`src/uart_mcl_pkg.sv`:
```
package uart_mcl_pkg;

  // ----------------------------------------------------------------
  // Register indices, byte address is four times the index
  // ----------------------------------------------------------------
  localparam int          ADDR_W         = 6;
  localparam logic [3:0]  IDX_DATA       = 4'h0;
  localparam logic [3:0]  IDX_LINE_CTRL  = 4'h3;
  localparam logic [3:0]  IDX_MODEM_CTRL = 4'h4;
  localparam logic [3:0]  IDX_LINE_STAT  = 4'h5;
  localparam logic [3:0]  IDX_MODEM_STAT = 4'h6;
  localparam logic [3:0]  IDX_INT_STAT   = 4'h8;
  localparam logic [3:0]  IDX_INT_MASK   = 4'h9;

  // ----------------------------------------------------------------
  // Field positions and reset values
  // ----------------------------------------------------------------
  localparam int          MC_DTR         = 0;
  localparam int          MC_RTS         = 1;
  localparam int          MC_USER        = 2;
  localparam int          MC_GATE        = 3;
  localparam int          MC_LOOP        = 4;
  localparam int          MC_W           = 5;
  localparam int          LS_RX_READY    = 0;
  localparam int          LS_TX_IDLE     = 5;
  localparam int          INT_RX         = 0;
  localparam int          INT_TX         = 1;
  localparam int          INT_MODEM      = 2;
  localparam int          INT_W          = 3;
  localparam logic [7:0]  LINE_CTRL_RST  = 8'h00;
  localparam logic [4:0]  MODEM_CTRL_RST = 5'h00;
  localparam logic [2:0]  INT_MASK_RST   = 3'h0;
  localparam logic [4:0]  PIN_SYNC_RST   = 5'h1f;

  // ----------------------------------------------------------------
  // Bit timing and bus answers
  // ----------------------------------------------------------------
  localparam logic [7:0]  BIT_CYCLES     = 8'h10;
  localparam logic [7:0]  HALF_CYCLES    = 8'h08;
  localparam logic [1:0]  RESP_OKAY      = 2'h0;
  localparam logic [1:0]  RESP_SLVERR    = 2'h2;

  // Modem inputs, active high meaning asserted
  typedef struct packed {
    logic dcd;
    logic ri;
    logic dsr;
    logic cts;
  } modem_s;

  typedef enum logic [1:0] {
    TX_IDLE  = 2'b01,
    TX_SHIFT = 2'b10
  } tx_state_e;

  typedef enum logic [3:0] {
    RX_IDLE  = 4'b0001,
    RX_START = 4'b0010,
    RX_DATA  = 4'b0100,
    RX_STOP  = 4'b1000
  } rx_state_e;

  // Data bits per character from the length code
  function automatic logic [3:0] word_bits(input logic [1:0] len);
    return 4'h5 + {2'b00, len};
  endfunction : word_bits

  // Ones where data bits of the character sit
  function automatic logic [7:0] data_mask(input logic [1:0] len);
    return 8'hff >> (2'h3 - len);
  endfunction : data_mask

  function automatic logic [3:0] reg_index(input logic [ADDR_W-1:0] a);
    return a[5:2];
  endfunction : reg_index

endpackage : uart_mcl_pkg

```
`src/pin_sync.sv`:
```
`timescale 1ns/100ps
`default_nettype none
module pin_sync (
  // Clock and reset
  input  wire logic       aclk,
  input  wire logic       aresetn,
  // Raw pins and filtered result
  input  wire logic [4:0] pins,
  output logic      [4:0] clean
);

  logic [4:0] stage1;
  logic [4:0] stage2;
  logic [4:0] stage3;

  // Three stages; first one feeds only the second
  always_ff @(posedge aclk) begin
    if (!aresetn) begin
      stage1 <= uart_mcl_pkg::PIN_SYNC_RST;
      stage2 <= uart_mcl_pkg::PIN_SYNC_RST;
      stage3 <= uart_mcl_pkg::PIN_SYNC_RST;
    end else begin
      stage1 <= pins;
      stage2 <= stage1;
      stage3 <= stage2;
    end
  end

  // Accept a bit only once the last two stages agree
  always_ff @(posedge aclk) begin
    if (!aresetn) begin
      clean <= uart_mcl_pkg::PIN_SYNC_RST;
    end else begin
      for (int i = 0; i < 5; i++) begin
        if (stage2[i] == stage3[i]) begin
          clean[i] <= stage3[i];
        end
      end
    end
  end

endmodule : pin_sync
`default_nettype wire

```
`src/uart_modem_control_loopback.sv`:
```
`timescale 1ns/100ps
`default_nettype none
module uart_modem_control_loopback (
  // Clock and reset
  input  wire logic        aclk,
  input  wire logic        aresetn,
  // AXI4-Lite write address and data
  input  wire logic [5:0]  awaddr,
  input  wire logic        awvalid,
  output logic             awready,
  input  wire logic [31:0] wdata,
  input  wire logic [3:0]  wstrb,
  input  wire logic        wvalid,
  output logic             wready,
  // AXI4-Lite write response
  output logic [1:0]       bresp,
  output logic             bvalid,
  input  wire logic        bready,
  // AXI4-Lite read
  input  wire logic [5:0]  araddr,
  input  wire logic        arvalid,
  output logic             arready,
  output logic [31:0]      rdata,
  output logic [1:0]       rresp,
  output logic             rvalid,
  input  wire logic        rready,
  // Serial lines
  input  wire logic        rxd,
  output logic             txd,
  // Modem lines, active low
  input  wire logic        cts_n,
  input  wire logic        dsr_n,
  input  wire logic        ri_n,
  input  wire logic        dcd_n,
  output logic             rts_n,
  output logic             dtr_n,
  // Interrupt pin with enable
  output logic             irq,
  output logic             irq_oe
);

  // ----------------------------------------------------------------
  // Declarations
  // ----------------------------------------------------------------
  logic [7:0]                line_ctrl;
  logic [4:0]                modem_ctrl;
  logic [2:0]                int_mask;
  logic [2:0]                int_stat;
  logic [3:0]                ms_delta;
  logic [7:0]                rx_data;
  logic                      rx_ready;
  logic                      aw_held;
  logic                      w_held;
  logic                      next_aw_held;
  logic                      next_w_held;
  logic [5:0]                aw_addr_q;
  logic [7:0]                w_data_q;
  logic                      w_lane0;
  logic                      do_write;
  logic                      wr_en;
  logic [3:0]                wr_idx;
  logic [3:0]                rd_idx;
  logic                      ar_take;
  logic                      rd_data;
  logic                      rd_ms;
  logic                      rd_int;
  logic [7:0]                rd_value;
  logic [4:0]                pins_clean;
  uart_mcl_pkg::modem_s      pin_modem;
  uart_mcl_pkg::modem_s      loop_modem;
  uart_mcl_pkg::modem_s      eff_modem;
  uart_mcl_pkg::modem_s      prev_modem;
  logic [3:0]                ms_change;
  logic                      loop_on;
  uart_mcl_pkg::tx_state_e   tx_state;
  logic                      tx_bit;
  logic [8:0]                tx_shift;
  logic [3:0]                tx_left;
  logic [7:0]                tx_cnt;
  logic                      tx_done;
  logic                      tx_load;
  uart_mcl_pkg::rx_state_e   rx_state;
  logic                      rx_in;
  logic [7:0]                rx_shift;
  logic [3:0]                rx_num;
  logic [7:0]                rx_cnt;
  logic                      rx_done;
  logic [3:0]                wbits;

  // Registers answering on the bus
  function automatic logic is_mapped(input logic [3:0] idx);
    return (idx == uart_mcl_pkg::IDX_DATA) || (idx == uart_mcl_pkg::IDX_LINE_CTRL) ||
           (idx == uart_mcl_pkg::IDX_MODEM_CTRL) || (idx == uart_mcl_pkg::IDX_LINE_STAT) ||
           (idx == uart_mcl_pkg::IDX_MODEM_STAT) || (idx == uart_mcl_pkg::IDX_INT_STAT) ||
           (idx == uart_mcl_pkg::IDX_INT_MASK);
  endfunction : is_mapped

  // ----------------------------------------------------------------
  // Write channels
  // ----------------------------------------------------------------
  // Address and data may arrive in either order
  always_comb begin
    do_write     = aw_held && w_held && !bvalid;
    next_aw_held = aw_held;
    next_w_held  = w_held;
    if (awvalid && awready) begin
      next_aw_held = 1'b1;
    end else if (do_write) begin
      next_aw_held = 1'b0;
    end
    if (wvalid && wready) begin
      next_w_held = 1'b1;
    end else if (do_write) begin
      next_w_held = 1'b0;
    end
  end

  assign wr_idx = uart_mcl_pkg::reg_index(aw_addr_q);
  assign wr_en  = do_write && w_lane0;

  // Hold address and data until both are in
  always_ff @(posedge aclk) begin
    if (!aresetn) begin
      aw_held   <= 1'b0;
      w_held    <= 1'b0;
      awready   <= 1'b0;
      wready    <= 1'b0;
      aw_addr_q <= 6'h00;
      w_data_q  <= 8'h00;
      w_lane0   <= 1'b0;
    end else begin
      aw_held <= next_aw_held;
      w_held  <= next_w_held;
      awready <= !next_aw_held;
      wready  <= !next_w_held;
      if (awvalid && awready) begin
        aw_addr_q <= awaddr;
      end
      if (wvalid && wready) begin
        w_data_q <= wdata[7:0];
        w_lane0  <= wstrb[0];
      end
    end
  end

  // Response once both halves are taken
  always_ff @(posedge aclk) begin
    if (!aresetn) begin
      bvalid <= 1'b0;
      bresp  <= uart_mcl_pkg::RESP_OKAY;
    end else if (do_write) begin
      bvalid <= 1'b1;
      bresp  <= is_mapped(wr_idx) ? uart_mcl_pkg::RESP_OKAY : uart_mcl_pkg::RESP_SLVERR;
    end else if (bready) begin
      bvalid <= 1'b0;
    end
  end

  // ----------------------------------------------------------------
  // Read channel
  // ----------------------------------------------------------------
  assign ar_take = arvalid && arready;
  assign rd_idx  = uart_mcl_pkg::reg_index(araddr);
  assign rd_data = ar_take && (rd_idx == uart_mcl_pkg::IDX_DATA);
  assign rd_ms   = ar_take && (rd_idx == uart_mcl_pkg::IDX_MODEM_STAT);
  assign rd_int  = ar_take && (rd_idx == uart_mcl_pkg::IDX_INT_STAT);

  // Read value mux; reserved bits read zero
  always_comb begin
    rd_value = 8'h00;
    unique case (rd_idx)
      uart_mcl_pkg::IDX_DATA:       rd_value = rx_data;
      uart_mcl_pkg::IDX_LINE_CTRL:  rd_value = line_ctrl;
      uart_mcl_pkg::IDX_MODEM_CTRL: rd_value = {3'h0, modem_ctrl};
      uart_mcl_pkg::IDX_LINE_STAT: begin
        rd_value[uart_mcl_pkg::LS_RX_READY] = rx_ready;
        rd_value[uart_mcl_pkg::LS_TX_IDLE]  = (tx_state == uart_mcl_pkg::TX_IDLE);
      end
      uart_mcl_pkg::IDX_MODEM_STAT: rd_value = {eff_modem, ms_delta};
      uart_mcl_pkg::IDX_INT_STAT:   rd_value = {5'h00, int_stat};
      uart_mcl_pkg::IDX_INT_MASK:   rd_value = {5'h00, int_mask};
      default:                      rd_value = 8'h00;
    endcase
  end

  // One read in flight; arready drops while data waits
  always_ff @(posedge aclk) begin
    if (!aresetn) begin
      arready <= 1'b0;
      rvalid  <= 1'b0;
      rdata   <= 32'h0000_0000;
      rresp   <= uart_mcl_pkg::RESP_OKAY;
    end else if (ar_take) begin
      arready <= 1'b0;
      rvalid  <= 1'b1;
      rdata   <= {24'h00_0000, rd_value};
      rresp   <= is_mapped(rd_idx) ? uart_mcl_pkg::RESP_OKAY : uart_mcl_pkg::RESP_SLVERR;
    end else if (rvalid && rready) begin
      rvalid  <= 1'b0;
      arready <= 1'b1;
    end else if (!rvalid) begin
      arready <= 1'b1;
    end
  end

  // ----------------------------------------------------------------
  // Control registers
  // ----------------------------------------------------------------
  // Only the low five modem control bits exist; writes to the rest vanish
  always_ff @(posedge aclk) begin
    if (!aresetn) begin
      line_ctrl  <= uart_mcl_pkg::LINE_CTRL_RST;
      modem_ctrl <= uart_mcl_pkg::MODEM_CTRL_RST;
      int_mask   <= uart_mcl_pkg::INT_MASK_RST;
    end else if (wr_en) begin
      if (wr_idx == uart_mcl_pkg::IDX_LINE_CTRL) begin
        line_ctrl <= w_data_q;
      end
      if (wr_idx == uart_mcl_pkg::IDX_MODEM_CTRL) begin
        modem_ctrl <= w_data_q[uart_mcl_pkg::MC_W-1:0];
      end
      if (wr_idx == uart_mcl_pkg::IDX_INT_MASK) begin
        int_mask <= w_data_q[uart_mcl_pkg::INT_W-1:0];
      end
    end
  end

  assign loop_on = modem_ctrl[uart_mcl_pkg::MC_LOOP];
  assign wbits   = uart_mcl_pkg::word_bits(line_ctrl[1:0]);

  // ----------------------------------------------------------------
  // Modem lines
  // ----------------------------------------------------------------
  pin_sync u_pin_sync (
    .aclk    (aclk),
    .aresetn (aresetn),
    .pins    ({rxd, dcd_n, ri_n, dsr_n, cts_n}),
    .clean   (pins_clean)
  );

  assign pin_modem  = ~pins_clean[3:0];
  // Own outputs looped onto the status inputs
  assign loop_modem = '{dcd: modem_ctrl[uart_mcl_pkg::MC_GATE],
                        ri:  modem_ctrl[uart_mcl_pkg::MC_USER],
                        dsr: modem_ctrl[uart_mcl_pkg::MC_DTR],
                        cts: modem_ctrl[uart_mcl_pkg::MC_RTS]};
  assign eff_modem  = loop_on ? loop_modem : pin_modem;

  // Ring reports only its trailing edge, the rest any change
  assign ms_change = {eff_modem.dcd ^ prev_modem.dcd,
                      prev_modem.ri & ~eff_modem.ri,
                      eff_modem.dsr ^ prev_modem.dsr,
                      eff_modem.cts ^ prev_modem.cts};

  // Deltas stick until read; a new change beats the clear
  always_ff @(posedge aclk) begin
    if (!aresetn) begin
      prev_modem <= '0;
      ms_delta   <= 4'h0;
    end else begin
      prev_modem <= eff_modem;
      ms_delta   <= (ms_delta & {4{!rd_ms}}) | ms_change;
    end
  end

  // Pins are inverted bits, forced idle in loopback
  always_ff @(posedge aclk) begin
    if (!aresetn) begin
      rts_n <= 1'b1;
      dtr_n <= 1'b1;
    end else begin
      rts_n <= loop_on | ~modem_ctrl[uart_mcl_pkg::MC_RTS];
      dtr_n <= loop_on | ~modem_ctrl[uart_mcl_pkg::MC_DTR];
    end
  end

  // ----------------------------------------------------------------
  // Transmitter
  // ----------------------------------------------------------------
  // Writes while a character is still going out are dropped
  assign tx_load = wr_en && (wr_idx == uart_mcl_pkg::IDX_DATA) && (tx_state == uart_mcl_pkg::TX_IDLE);
  assign tx_done = (tx_state == uart_mcl_pkg::TX_SHIFT) &&
                   (tx_cnt == uart_mcl_pkg::BIT_CYCLES - 8'h01) && (tx_left == 4'h0);

  // Start bit, data bits, one stop bit
  always_ff @(posedge aclk) begin
    if (!aresetn) begin
      tx_state <= uart_mcl_pkg::TX_IDLE;
      tx_bit   <= 1'b1;
      tx_shift <= 9'h1ff;
      tx_left  <= 4'h0;
      tx_cnt   <= 8'h00;
    end else begin
      unique case (tx_state)
        uart_mcl_pkg::TX_IDLE: begin
          if (tx_load) begin
            tx_state <= uart_mcl_pkg::TX_SHIFT;
            tx_bit   <= 1'b0;
            tx_shift <= {1'b1, w_data_q | ~uart_mcl_pkg::data_mask(line_ctrl[1:0])};
            tx_left  <= wbits + 4'h1;
            tx_cnt   <= 8'h00;
          end
        end
        uart_mcl_pkg::TX_SHIFT: begin
          if (tx_cnt != uart_mcl_pkg::BIT_CYCLES - 8'h01) begin
            tx_cnt <= tx_cnt + 8'h01;
          end else if (tx_left != 4'h0) begin
            tx_cnt   <= 8'h00;
            tx_bit   <= tx_shift[0];
            tx_shift <= {1'b1, tx_shift[8:1]};
            tx_left  <= tx_left - 4'h1;
          end else begin
            tx_state <= uart_mcl_pkg::TX_IDLE;
          end
        end
      endcase
    end
  end

  // Pin sits at mark in loopback
  always_ff @(posedge aclk) begin
    if (!aresetn) begin
      txd <= 1'b1;
    end else begin
      txd <= loop_on | tx_bit;
    end
  end

  // ----------------------------------------------------------------
  // Receiver
  // ----------------------------------------------------------------
  // Loopback takes the shifter output and drops the pin
  assign rx_in   = loop_on ? tx_bit : pins_clean[4];
  assign rx_done = (rx_state == uart_mcl_pkg::RX_STOP) && (rx_cnt == uart_mcl_pkg::BIT_CYCLES - 8'h01);

  // Mid-bit sampling; a framing fault is not checked here
  always_ff @(posedge aclk) begin
    if (!aresetn) begin
      rx_state <= uart_mcl_pkg::RX_IDLE;
      rx_shift <= 8'h00;
      rx_num   <= 4'h0;
      rx_cnt   <= 8'h00;
    end else begin
      unique case (rx_state)
        uart_mcl_pkg::RX_IDLE: begin
          rx_cnt <= 8'h00;
          if (!rx_in) begin
            rx_state <= uart_mcl_pkg::RX_START;
          end
        end
        uart_mcl_pkg::RX_START: begin
          rx_cnt <= rx_cnt + 8'h01;
          if (rx_cnt == uart_mcl_pkg::HALF_CYCLES - 8'h01) begin
            rx_cnt   <= 8'h00;
            rx_num   <= 4'h0;
            rx_state <= rx_in ? uart_mcl_pkg::RX_IDLE : uart_mcl_pkg::RX_DATA;
          end
        end
        uart_mcl_pkg::RX_DATA: begin
          rx_cnt <= rx_cnt + 8'h01;
          if (rx_cnt == uart_mcl_pkg::BIT_CYCLES - 8'h01) begin
            rx_cnt   <= 8'h00;
            rx_shift <= {rx_in, rx_shift[7:1]};
            rx_num   <= rx_num + 4'h1;
            if (rx_num == wbits - 4'h1) begin
              rx_state <= uart_mcl_pkg::RX_STOP;
            end
          end
        end
        uart_mcl_pkg::RX_STOP: begin
          rx_cnt <= rx_cnt + 8'h01;
          if (rx_done) begin
            rx_state <= uart_mcl_pkg::RX_IDLE;
          end
        end
      endcase
    end
  end

  // Character kept right-aligned; a new one beats the read clear
  always_ff @(posedge aclk) begin
    if (!aresetn) begin
      rx_data  <= 8'h00;
      rx_ready <= 1'b0;
    end else if (rx_done) begin
      rx_data  <= rx_shift >> (4'h8 - wbits);
      rx_ready <= 1'b1;
    end else if (rd_data) begin
      rx_ready <= 1'b0;
    end
  end

  // ----------------------------------------------------------------
  // Interrupts
  // ----------------------------------------------------------------
  // Sticky events, cleared by reading; set wins
  always_ff @(posedge aclk) begin
    if (!aresetn) begin
      int_stat <= 3'h0;
    end else begin
      int_stat <= (int_stat & {3{!rd_int}}) |
                  {|ms_change, tx_done, rx_done};
    end
  end

  // Gate bit decides whether the pin is driven at all
  always_ff @(posedge aclk) begin
    if (!aresetn) begin
      irq    <= 1'b0;
      irq_oe <= 1'b0;
    end else begin
      irq_oe <= modem_ctrl[uart_mcl_pkg::MC_GATE];
      irq    <= modem_ctrl[uart_mcl_pkg::MC_GATE] & |(int_stat & int_mask);
    end
  end

endmodule : uart_modem_control_loopback
`default_nettype wire

```
`config.mk`:
```
export PLATFORM = sky130hd
export DESIGN_NAME = uart_modem_control_loopback
export DESIGN_NICKNAME = d
export VERILOG_FILES = /design/src/uart_mcl_pkg.sv /design/src/pin_sync.sv /design/src/uart_modem_control_loopback.sv
export SDC_FILE = /design/constraint.sdc
export NUM_CORES = 1
export LEC_CHECK = 0
export ABC_AREA = 1
export BUFFER_PORTS_ARGS = -buffer_cell sky130_fd_sc_hd__buf_2
export CAP_MARGIN = 10
export CELL_PAD_IN_SITES_DETAIL_PLACEMENT = 1
export CELL_PAD_IN_SITES_GLOBAL_PLACEMENT = 2
export CORE_MARGIN = 3
export CORE_UTILIZATION = 34
export DETAILED_ROUTE_END_ITERATION = 6
export PLACE_DENSITY_LB_ADDON = 0.1
export SYNTH_ARGS = -nofsm -noshare
export SYNTH_HDL_FRONTEND = slang
export SYNTH_SLANG_ARGS = --single-unit
export TNS_END_PERCENT = 1
```
`constraint.sdc`:
```
create_clock -name aclk -period 4.1 [get_ports aclk]
set_input_delay 0.41 -clock aclk [delete_from_list [all_inputs] [get_ports aclk]]
set_output_delay 0.41 -clock aclk [all_outputs]
set_load 0.02 [all_outputs]
```
# Yosys cells after proc, flatten, opt, wreduce, memory -nomap -nowiden
# Index checks and enable logic that the tools add are counted.
# Widths: inputs -> output; s select.
# word_totals
regBits	143
inputBits	60
output_inout_bits	46
wordCells	221
# classes
add_sub_neg	9
n_eq_ne	39
shift	2
n_mux	53
bitwise	20
reduce_logical	52
# op_table
cell	count
$mux 4	11
$mux 8	5
$pmux 8 s4	1
$eq 4x3->1 const B	7
$mux 9	3
$pmux 4 s6	1
$eq 4x4->1 const B	5
$pmux 9 s2	1
$add 8x1->8 const B	2
$eq 8x4->1 const B	2
$mux 1	16
$ne 2x2->1 const B	8
$pmux 4 s2	2
$pmux 4 s4	1
$pmux 8 s2	1
$logic_and 1x1->1	15
$eq 4x2->1 const B	3
$logic_not 4->1	3
$logic_or 1x1->1	12
$mux 2	5
$reduce_and 2->1	5
$reduce_and 3->1	3
$add 4x1->4 const B	2
$eq 8x3->1 const B	1
other kinds (38)	60

# Longest topological paths before layout
# Gate-level depths: netlist (run 1).
# logic_depth
ltp_word	8
ltp_mapped	12
mapped_depth_nobuf	11

# By module
# From an unflattened synthesis (run 1), not the netlist that was laid out.
# unflattened
cells_unflattened	902
area_unflattened_um2	6391.1
# by_module_without_submodules
mod	n_inst	cells_each	area_each_um2	seq_area_each_um2
uart_modem_control_loopback	1	815	5728.0	2362.3
pin_sync	1	87	663.1	400.4

# Least setup slack after synthesis (run 1)
# OpenSTA, ideal clock, no wires.
# synth_path
path_kind	register -> register
start	register line_ctrl[0]
end	register rx_data[3]
setup_ns	0.128
t_arrival_ns	1.510
required_time_ns	3.972
slack_ns	2.462
stages_incl_launch_ff	12
n_path_buf	1
period_less_slack_ns	1.638
path_cell_list	dfxtp_1 > buf_2 > inv_2 > ha_1 > inv_1 > nand2_1 > nand2_2 > inv_2 > o21ai_0 > nor2_1 > a21oi_1 > nor2_1
# synth_via
elab_chain_cells	3
# synth_rtl
item	line	source
start: declaration	uart_modem_control_loopback.sv:45	logic [7:0] line_ctrl;
start signal: assignment	uart_modem_control_loopback.sv:212	line_ctrl <= uart_mcl_pkg::LINE_CTRL_RST;
start signal: assignment	uart_modem_control_loopback.sv:217	line_ctrl <= w_data_q;
$add 3x2->4	uart_mcl_pkg.sv:65	return 4'h5 + {2'b00, len};
$sub 4x4->4	uart_modem_control_loopback.sv:386	rx_data <= rx_shift >> (4'h8 - wbits);
$shr 8x4->8	uart_modem_control_loopback.sv:386	
end signal: assignment	uart_modem_control_loopback.sv:386	
end: declaration	uart_modem_control_loopback.sv:50	logic [7:0] rx_data;
# Every way passes these cells.
# A chain may end at the register's enable or synchronous reset.

# Worst setup path in the final report (run 1)
# Ends and elaborated chain as after synthesis.

==> results.py, run 1 <==
metrics = {
    "min_path": {
        "hold_class": "in -> reg",
    },
    "layout": {
        "final_cell_area_um2": 7220,
        "syn2layout_area_growth_pct": 15.6,
        "final_util": 0.409,
        "drive_gt1_frac": 0.145,
        "final_nets": 975,
        "n_antenna_cell": 0,
    },
    "power_and_ir_drop": {
        "ir_worst_vdd_mv": 0.311,
        "leakagePower_nw": 3.11,
        "powerDensity_nw_per_um2": 491,
        "pwr-share-clk": 0.473,
        "sequentialPowerShare": 0.411,
        "p_int_mw": 2.54,
        "p_comb_frac": 0.115,
        "switching_share": 0.285,
        "p_sw_mw": 1.01,
    },
    "synthesis": {
        "synth_warnings": 0,
        "synthFlopType": "dfxtp_1",
        "syn_inst": 859,
        "seq_area_frac_synth": 0.442,
        "synth_common_cells": "173 x nand2_1, 138 x dfxtp_1, 108 x nor2_1",
        "synthTopCellsByArea": "dfxtp_1 44%, nand2_1 10%, o21ai_0 6.6%, nor2_1 6.5%, a21oi_1 5.5%",
        "synth_edf_count": 0,
        "postSynthAreaPerCell_um2": 7.27,
        "synth-seq-cells": 138,
        "syn_area_um2": 6250,
        "ys_async_sr_fraction": 0,
        "ys_types": 37,
        "synth_top_area_frac": 0.442,
        "synthMostInstantiatedCell": "nand2_1",
        "yosysTopAreaCell": "dfxtp_1",
    },
    "sta": {
        "fmaxAchievable_mhz": 427,
        "slew_viol_final": 0,
        "setup_violations": 0,
        "relSlewSlack": 0.538,
        "fin_ws_ps": 1760,
        "final.setup.tns_ps": 0,
        "finalCriticalPeriod_ps": 2340,
        "tightestPinTransition_ps": 692,
        "timing.final.crit_share": 0.571,
        "clock_skew_ps": 8.31,
        "hold_viol": 0,
        "grt_setup_unrepaired": "false",
    },
    "critical_path": {
        "cpPeakStageDelay_ps": 740,
        "end_kind": "register",
        "path_class": "reg -> reg",
        "worstPathArrival_ps": 2660,
        "crit_path_start_kind": "register",
        "cp.required_ps": 4410,
        "path_cells": "inv_2 > ha_1 > nand2_1 > nand2_2 > inv_2 > o21ai_0 > nor2_1 > a21oi_1 > nor2_1",
        "critPathMaxFanout": 18,
        "slowest_stage": "dfxtp_1",
    },
    "clock_tree": {
        "cts_setup_buffers": 0,
        "clk_pin_slew_ps": 70,
        "htreeDepth": 4,
        "cts_buffers": 17,
        "hold_buffers": 0,
        "clk-insertion-delay-late_ps": 430,
        "cts_tree": "built",
        "root_buffer": "clkbuf_16",
        "cts.path.max_buffers": 2,
        "clock-sinks": 138,
        "cts_resized": 0,
    },
    "drt": {
        "vias": 5559,
        "dr.pass1.iters": 5,
        "drtIter0Drc": 208,
        "via_per_inst": 4.86,
        "ant_nets": 0,
        "wl_per_cell_um": 14.9,
        "drt-total-wl_um": 17000,
        "drcViolationCount": 0,
    },
    "run_status": {
        "outcome": "finished, final reports clean",
    },
    "global_route": {
        "antenna_found_initial": 0,
        "first_global_vias": 5757,
        "overflow": 0,
        "grt_start_max_net_pins": 70,
        "grt_pass1_wl_um": 28100,
        "grt_usage": 0.175,
    },
    "die": {
        "die_x_um": 142,
        "io_pins": 106,
        "core_um2": 17700,
        "fp.dieH_um": 142,
        "initial_utilization": 0.354,
        "dieArea_um2": 20000,
        "rows": 48,
    },
    "place": {
        "hpwl_um": 12400,
        "place_area_um2": 6580,
        "pre_cts_ws_ps": 1830,
        "gp_congestion": 0.819,
        "portBuffers": 48,
    },
    "run": {
        "maxCapViolations": 0,
    },
}
area by class of cell:
type                       count  area, um2
clock buffer                  17        425
clock inverter                15        220
fill                        2260      10400
inverter                      89        334
multi-input combinational    608       2940
sequential                   138       2760
tap                          225        282
timing repair buffer          51        263
stage by stage:
step	total power, mW	instances	hold slack (ps)
6_report	3.55	1143	160
2_1_floorplan	1.81	884	391
3_5_place_dp	1.90	1111	400
3_3_place_gp	1.88	1111	394
4_1_cts	3.60	1143	140
5_1_grt	3.74	1143	140
sequential cells by signal (all words and copies together), names as in the netlist, 5 cells and up:
register / flops
u_pin_sync.stage2: 5
tx_cnt: 8
tx_shift: 8
w_data_q: 8
rx_cnt: 8
line_ctrl: 8
rx_shift: 8
u_pin_sync.clean: 5
u_pin_sync.stage3: 5
rdata: 8
modem_ctrl: 5
rx_data: 8
u_pin_sync.stage1: 5
power groups by stage:
stage               clock network (mW)  registers (mW)  logic [mW]
floorplan                            0            1.48       0.325
global placement                     0            1.49       0.391
detailed placement                   0            1.49       0.409
CTS                               1.73            1.46       0.413
global route                      1.80            1.47       0.472
finish                            1.68            1.46       0.409
layout by cell type, fill, tap and decap left out, types with 2 or more instances in the layout:
| cell type | Yosys | routed |
|---|---|---|
| a21oi_1 | 69 | 69 |
| and3_1 | 2 | 2 |
| buf_2 | 6 | 48 |
| buf_4 | 27 | 3 |
| bufinv_16 | 0 | 3 |
| clkbuf_16 | 0 | 17 |
| clkinv_1 | 1 | 2 |
| clkinv_8 | 0 | 2 |
| conb_1 | 1 | 26 |
| dfxtp_1 | 138 | 138 |
| ha_1 | 10 | 10 |
| inv_1 | 81 | 80 |
| inv_2 | 7 | 7 |
| inv_6 | 0 | 6 |
| inv_8 | 0 | 4 |
| nand2_1 | 173 | 173 |
| nand2_2 | 7 | 7 |
| nand3_1 | 54 | 54 |
| nand3_2 | 6 | 6 |
| nand4_1 | 11 | 11 |
| nor2_1 | 108 | 108 |
| nor2_2 | 8 | 8 |
| nor2_4 | 3 | 3 |
| nor3_1 | 5 | 5 |
| nor3b_1 | 2 | 2 |
| o21ai_0 | 82 | 82 |
| o21ai_1 | 2 | 2 |
| o22ai_1 | 4 | 4 |
| or2_2 | 16 | 16 |
| xnor2_1 | 2 | 2 |
| xor2_1 | 9 | 9 |
worst max-delay path, delay by kind of cell (launching register included):
kind	cells	cell delay, ps
AOI/OAI and AO/OA	2	340
adders and majority gates	1	410
buffers and inverters	2	310
DFF	1	740
and+or+nand+nor	4	440
layer usage:
layer  track usage  share of wire  wire length, um  vias up
met4        0.0500          0.012              208        0
met2         0.294           0.47             8030       96
met1         0.223           0.48             8070     2638
met5             0              0                0        -
met3        0.0455          0.039              667       12
li1              -              -                -     2813
cell families after synthesis:
family | after synthesis | share of synthesized area
and+or+nand+nor | 396 | 0.281
AOI/OAI and AO/OA | 165 | 0.138
buffers and inverters | 138 | 0.103
DFF | 138 | 0.442
xor gates and xnor gates | 11 | 0.0154
adders and majority gates | 10 | 0.0200
other | 1 | 0.000600
path summary, 6_finish.rpt:
path | slack, ps | depth (start not counted) | startpoint | endpoint
setup / recovery | 1760 | 9 | line_ctrl[0] | rx_data[3]
hold / removal | 160 | 2 | rxd | u_pin_sync.stage1[4]
setup reg to reg | 1760 | 9 | line_ctrl[0] | rx_data[3]
hold reg to reg | 420 | 1 | u_pin_sync.stage1[1] | u_pin_sync.stage2[1]
Note: power is estimated with default switching activity, not from simulation.
==> run 2, diff against run 1 <==
ABC_AREA = 0   (was 1)
clock period = 2.2 ns   (was 4.1 ns; I/O delays follow)
==> run 2 against run 1 <==
Worst setup slack got worse by 1600 ps. Largest cell class unchanged. Clock skew down 0.66 ps. Flip-flop and latch count stayed put. Highest routed layer unchanged. Critical endpoint is now rx_state[3]. Utilization grew 1.5 points.
==> results.py, run 2 <==
metrics = {
    "clock_tree": {
        "cts_setup_buffers": 0,
        "root_buffer": "clkbuf_16",
        "cts_buffers": 17,
        "clk-insertion-delay-late_ps": 420,
        "clock-sinks": 138,
        "htreeDepth": 4,
        "cts.path.max_buffers": 2,
        "clk_pin_slew_ps": 60,
        "cts_tree": "built",
    },
    "sta": {
        "tightestPinTransition_ps": 721,
        "clock_skew_ps": 7.65,
        "timing.final.crit_share": 0.929,
        "slew_viol_final": 0,
        "final.setup.tns_ps": 0,
        "relSlewSlack": 0.512,
        "grt_setup_unrepaired": "false",
        "fmaxAchievable_mhz": 489,
        "finalCriticalPeriod_ps": 2040,
        "hold_viol": 0,
        "setup_violations": 0,
    },
    "run": {
        "maxCapViolations": 0,
    },
    "synthesis": {
        "synth_common_cells": "138 x dfxtp_1, 85 x nor2_1, 72 x nand2_1",
        "yosysTopAreaCell": "dfxtp_1",
        "synth_warnings": 0,
        "synth_top_area_frac": 0.444,
        "syn_inst": 704,
        "synth_edf_count": 0,
        "synthTopCellsByArea": "dfxtp_1 44%, mux2i_1 5.6%, nor2_1 5.1%, a21oi_1 4.6%, nand2_1 4.3%",
        "ys_types": 71,
        "synthMostInstantiatedCell": "dfxtp_1",
        "synth-seq-cells": 138,
        "ys_async_sr_fraction": 0,
        "syn_area_um2": 6220,
        "synthFlopType": "dfxtp_1",
        "postSynthAreaPerCell_um2": 8.84,
        "seq_area_frac_synth": 0.444,
    },
    "layout": {
        "syn2layout_area_growth_pct": 19.8,
        "final_nets": 835,
        "final_util": 0.424,
        "n_fill_cell": 2035,
        "stdcell_count": 1003,
        "final_common_cell": "dfxtp_1",
        "final_cell_area_um2": 7460,
        "register_area_um2": 2760,
        "final_cell_mix": "138 x dfxtp_1, 85 x nor2_1, 72 x nand2_1, 57 x a21oi_1, 48 x buf_2",
        "drive_gt1_frac": 0.172,
        "n_antenna_cell": 0,
        "multiInputGateArea_um2": 3130,
    },
    "die": {
        "fp.dieH_um": 141,
        "die_x_um": 141,
        "rows": 48,
        "dieArea_um2": 20000,
        "core_um2": 17600,
        "initial_utilization": 0.354,
        "io_pins": 106,
    },
    "run_status": {
        "outcome": "finished, final reports clean",
    },
    "power_and_ir_drop": {
        "p_total_mw": 6.56,
        "leakagePower_nw": 2.89,
        "powerDensity_nw_per_um2": 880,
        "ir_worst_vdd_mv": 0.617,
    },
    "drt": {
        "drcViolationCount": 0,
        "wl_per_cell_um": 16.3,
        "via_per_inst": 5.06,
        "dr.pass1.iters": 4,
        "vias": 5080,
        "drt-total-wl_um": 16300,
        "ant_nets": 0,
        "drtIter0Drc": 169,
    },
    "critical_path": {
        "cp.required_ps": 2510,
        "path_class": "reg -> reg",
        "critPathMaxFanout": 8,
        "crit_path_start_kind": "register",
        "worstPathArrival_ps": 2350,
        "end_kind": "register",
        "worstReg2RegEnd": "rx_state[3]",
        "startpoint": "rx_state[2]",
        "setup.worst_path.end": "rx_state[3]",
        "rr_worst_depth": 5,
        "timing.rr.start": "rx_state[2]",
        "rrSetupSlack_ps": 160,
    },
    "place": {
        "portBuffers": 48,
        "gp_congestion": 0.819,
        "place_area_um2": 6720,
        "dp.cells": 966,
        "hpwl_um": 11700,
    },
    "global_route": {
        "antenna_found_initial": 0,
        "grt_pass1_wl_um": 27000,
        "grt_usage": 0.169,
        "overflow": 0,
        "first_global_vias": 5178,
        "grt_start_max_net_pins": 56,
    },
    "min_path": {
        "hold_class": "in -> reg",
    },
}
==> run 2: cell count changes in the layout (fill, tap and decap cells not counted), sizes merged, moves of 8 or more <==
cell | before | now
nor2 | 119 | 86
buf | 51 | 79
mux2i | 0 | 35
and2 | 0 | 8
nand2b | 0 | 28
nor3 | 5 | 16
o21ai | 85 | 18
nand3b | 0 | 8
nand3 | 60 | 21
nand2 | 180 | 72
or2 | 16 | 0
a21oi | 69 | 58
inv | 97 | 16
nor4 | 0 | 8
==> run 2: per-stage QoR <==
| step | hold slack, ps | worst slack, ps |
|---|---|---|
| after floorplan | 321 | 105 |
| after global placement | 391 | 241 |
| after detailed placement | 401 | 140 |
| after CTS | 26.7 | 132 |
| after global routing | 20.0 | 47.9 |
| final | 40.6 | 156 |
==> run 2: area by class of cell <==
cell class,count,share of cell area
multi-input combinational,508,0.420
sequential,138,0.370
timing repair buffer,84,0.0735
clock buffer,18,0.0576
tap,225,0.0378
clock inverter,14,0.0331
inverter,16,0.00805
==> run 2: per-layer routing <==
layer / wire (um) / vias to the layer above / part of all wire / GRT usage
met2: 7800 / 86 / 0.48 / 0.281
met1: 7730 / 2446 / 0.47 / 0.218
met4: 237 / 0 / 0.015 / 0.0561
met5: 0 / - / 0 / 0
li1: - / 2531 / - / -
met3: 575 / 17 / 0.035 / 0.0347
==> run 2: logic make-up after synthesis <==
group | after synthesis | share of synthesized area
AOI/OAI and AO/OA | 128 | 0.133
xor gates and xnor gates | 18 | 0.0253
adders and majority gates | 10 | 0.0201
buffers and inverters | 83 | 0.0696
DFF | 138 | 0.444
muxes | 43 | 0.0780
other | 1 | 0.000603
and+or+nand+nor | 283 | 0.229
==> run 2: worst min path at each step <==
stage / startpoint / end / slack [ps] / cells past startpoint
global placement: u_pin_sync.stage1[4] / u_pin_sync.stage2[4] / 390 / 1
CTS: wdata[7] / w_data_q[7] / 30 / 3
detailed placement: u_pin_sync.stage1[1] / u_pin_sync.stage2[1] / 400 / 1
finish: wdata[7] / w_data_q[7] / 40 / 3
floorplan: cts_n / u_pin_sync.stage1[0] / 320 / 1
global route: wdata[4] / w_data_q[4] / 20 / 3
==> run 2: critical path, stage by stage (launching register included) <==
cell	delay, ps
dfxtp_1	390
nor4b_1	670
nor3_1	180
a22oi_1	340
a21oi_2	80
o221a_2	280
==> run 2: power by group <==
part           leakage [nW]  total, mW  internal [mW]  switching, mW
clock                 0.317       3.27           2.13           1.14
sequential             1.12       2.69           2.60         0.0927
combinational          1.45      0.602          0.234          0.368
total                  2.89       6.56           4.97           1.60
==> run 2: what timing repair did <==
| item | 4_1_cts | 5_1_grt |
|---|---|---|
| gates resized for setup | 0 | 2 |
| hold buffers | 5 | 0 |
| endpoints found under the hold margin | 5 | 0 |
| endpoints found under the setup margin | 0 | 2 |
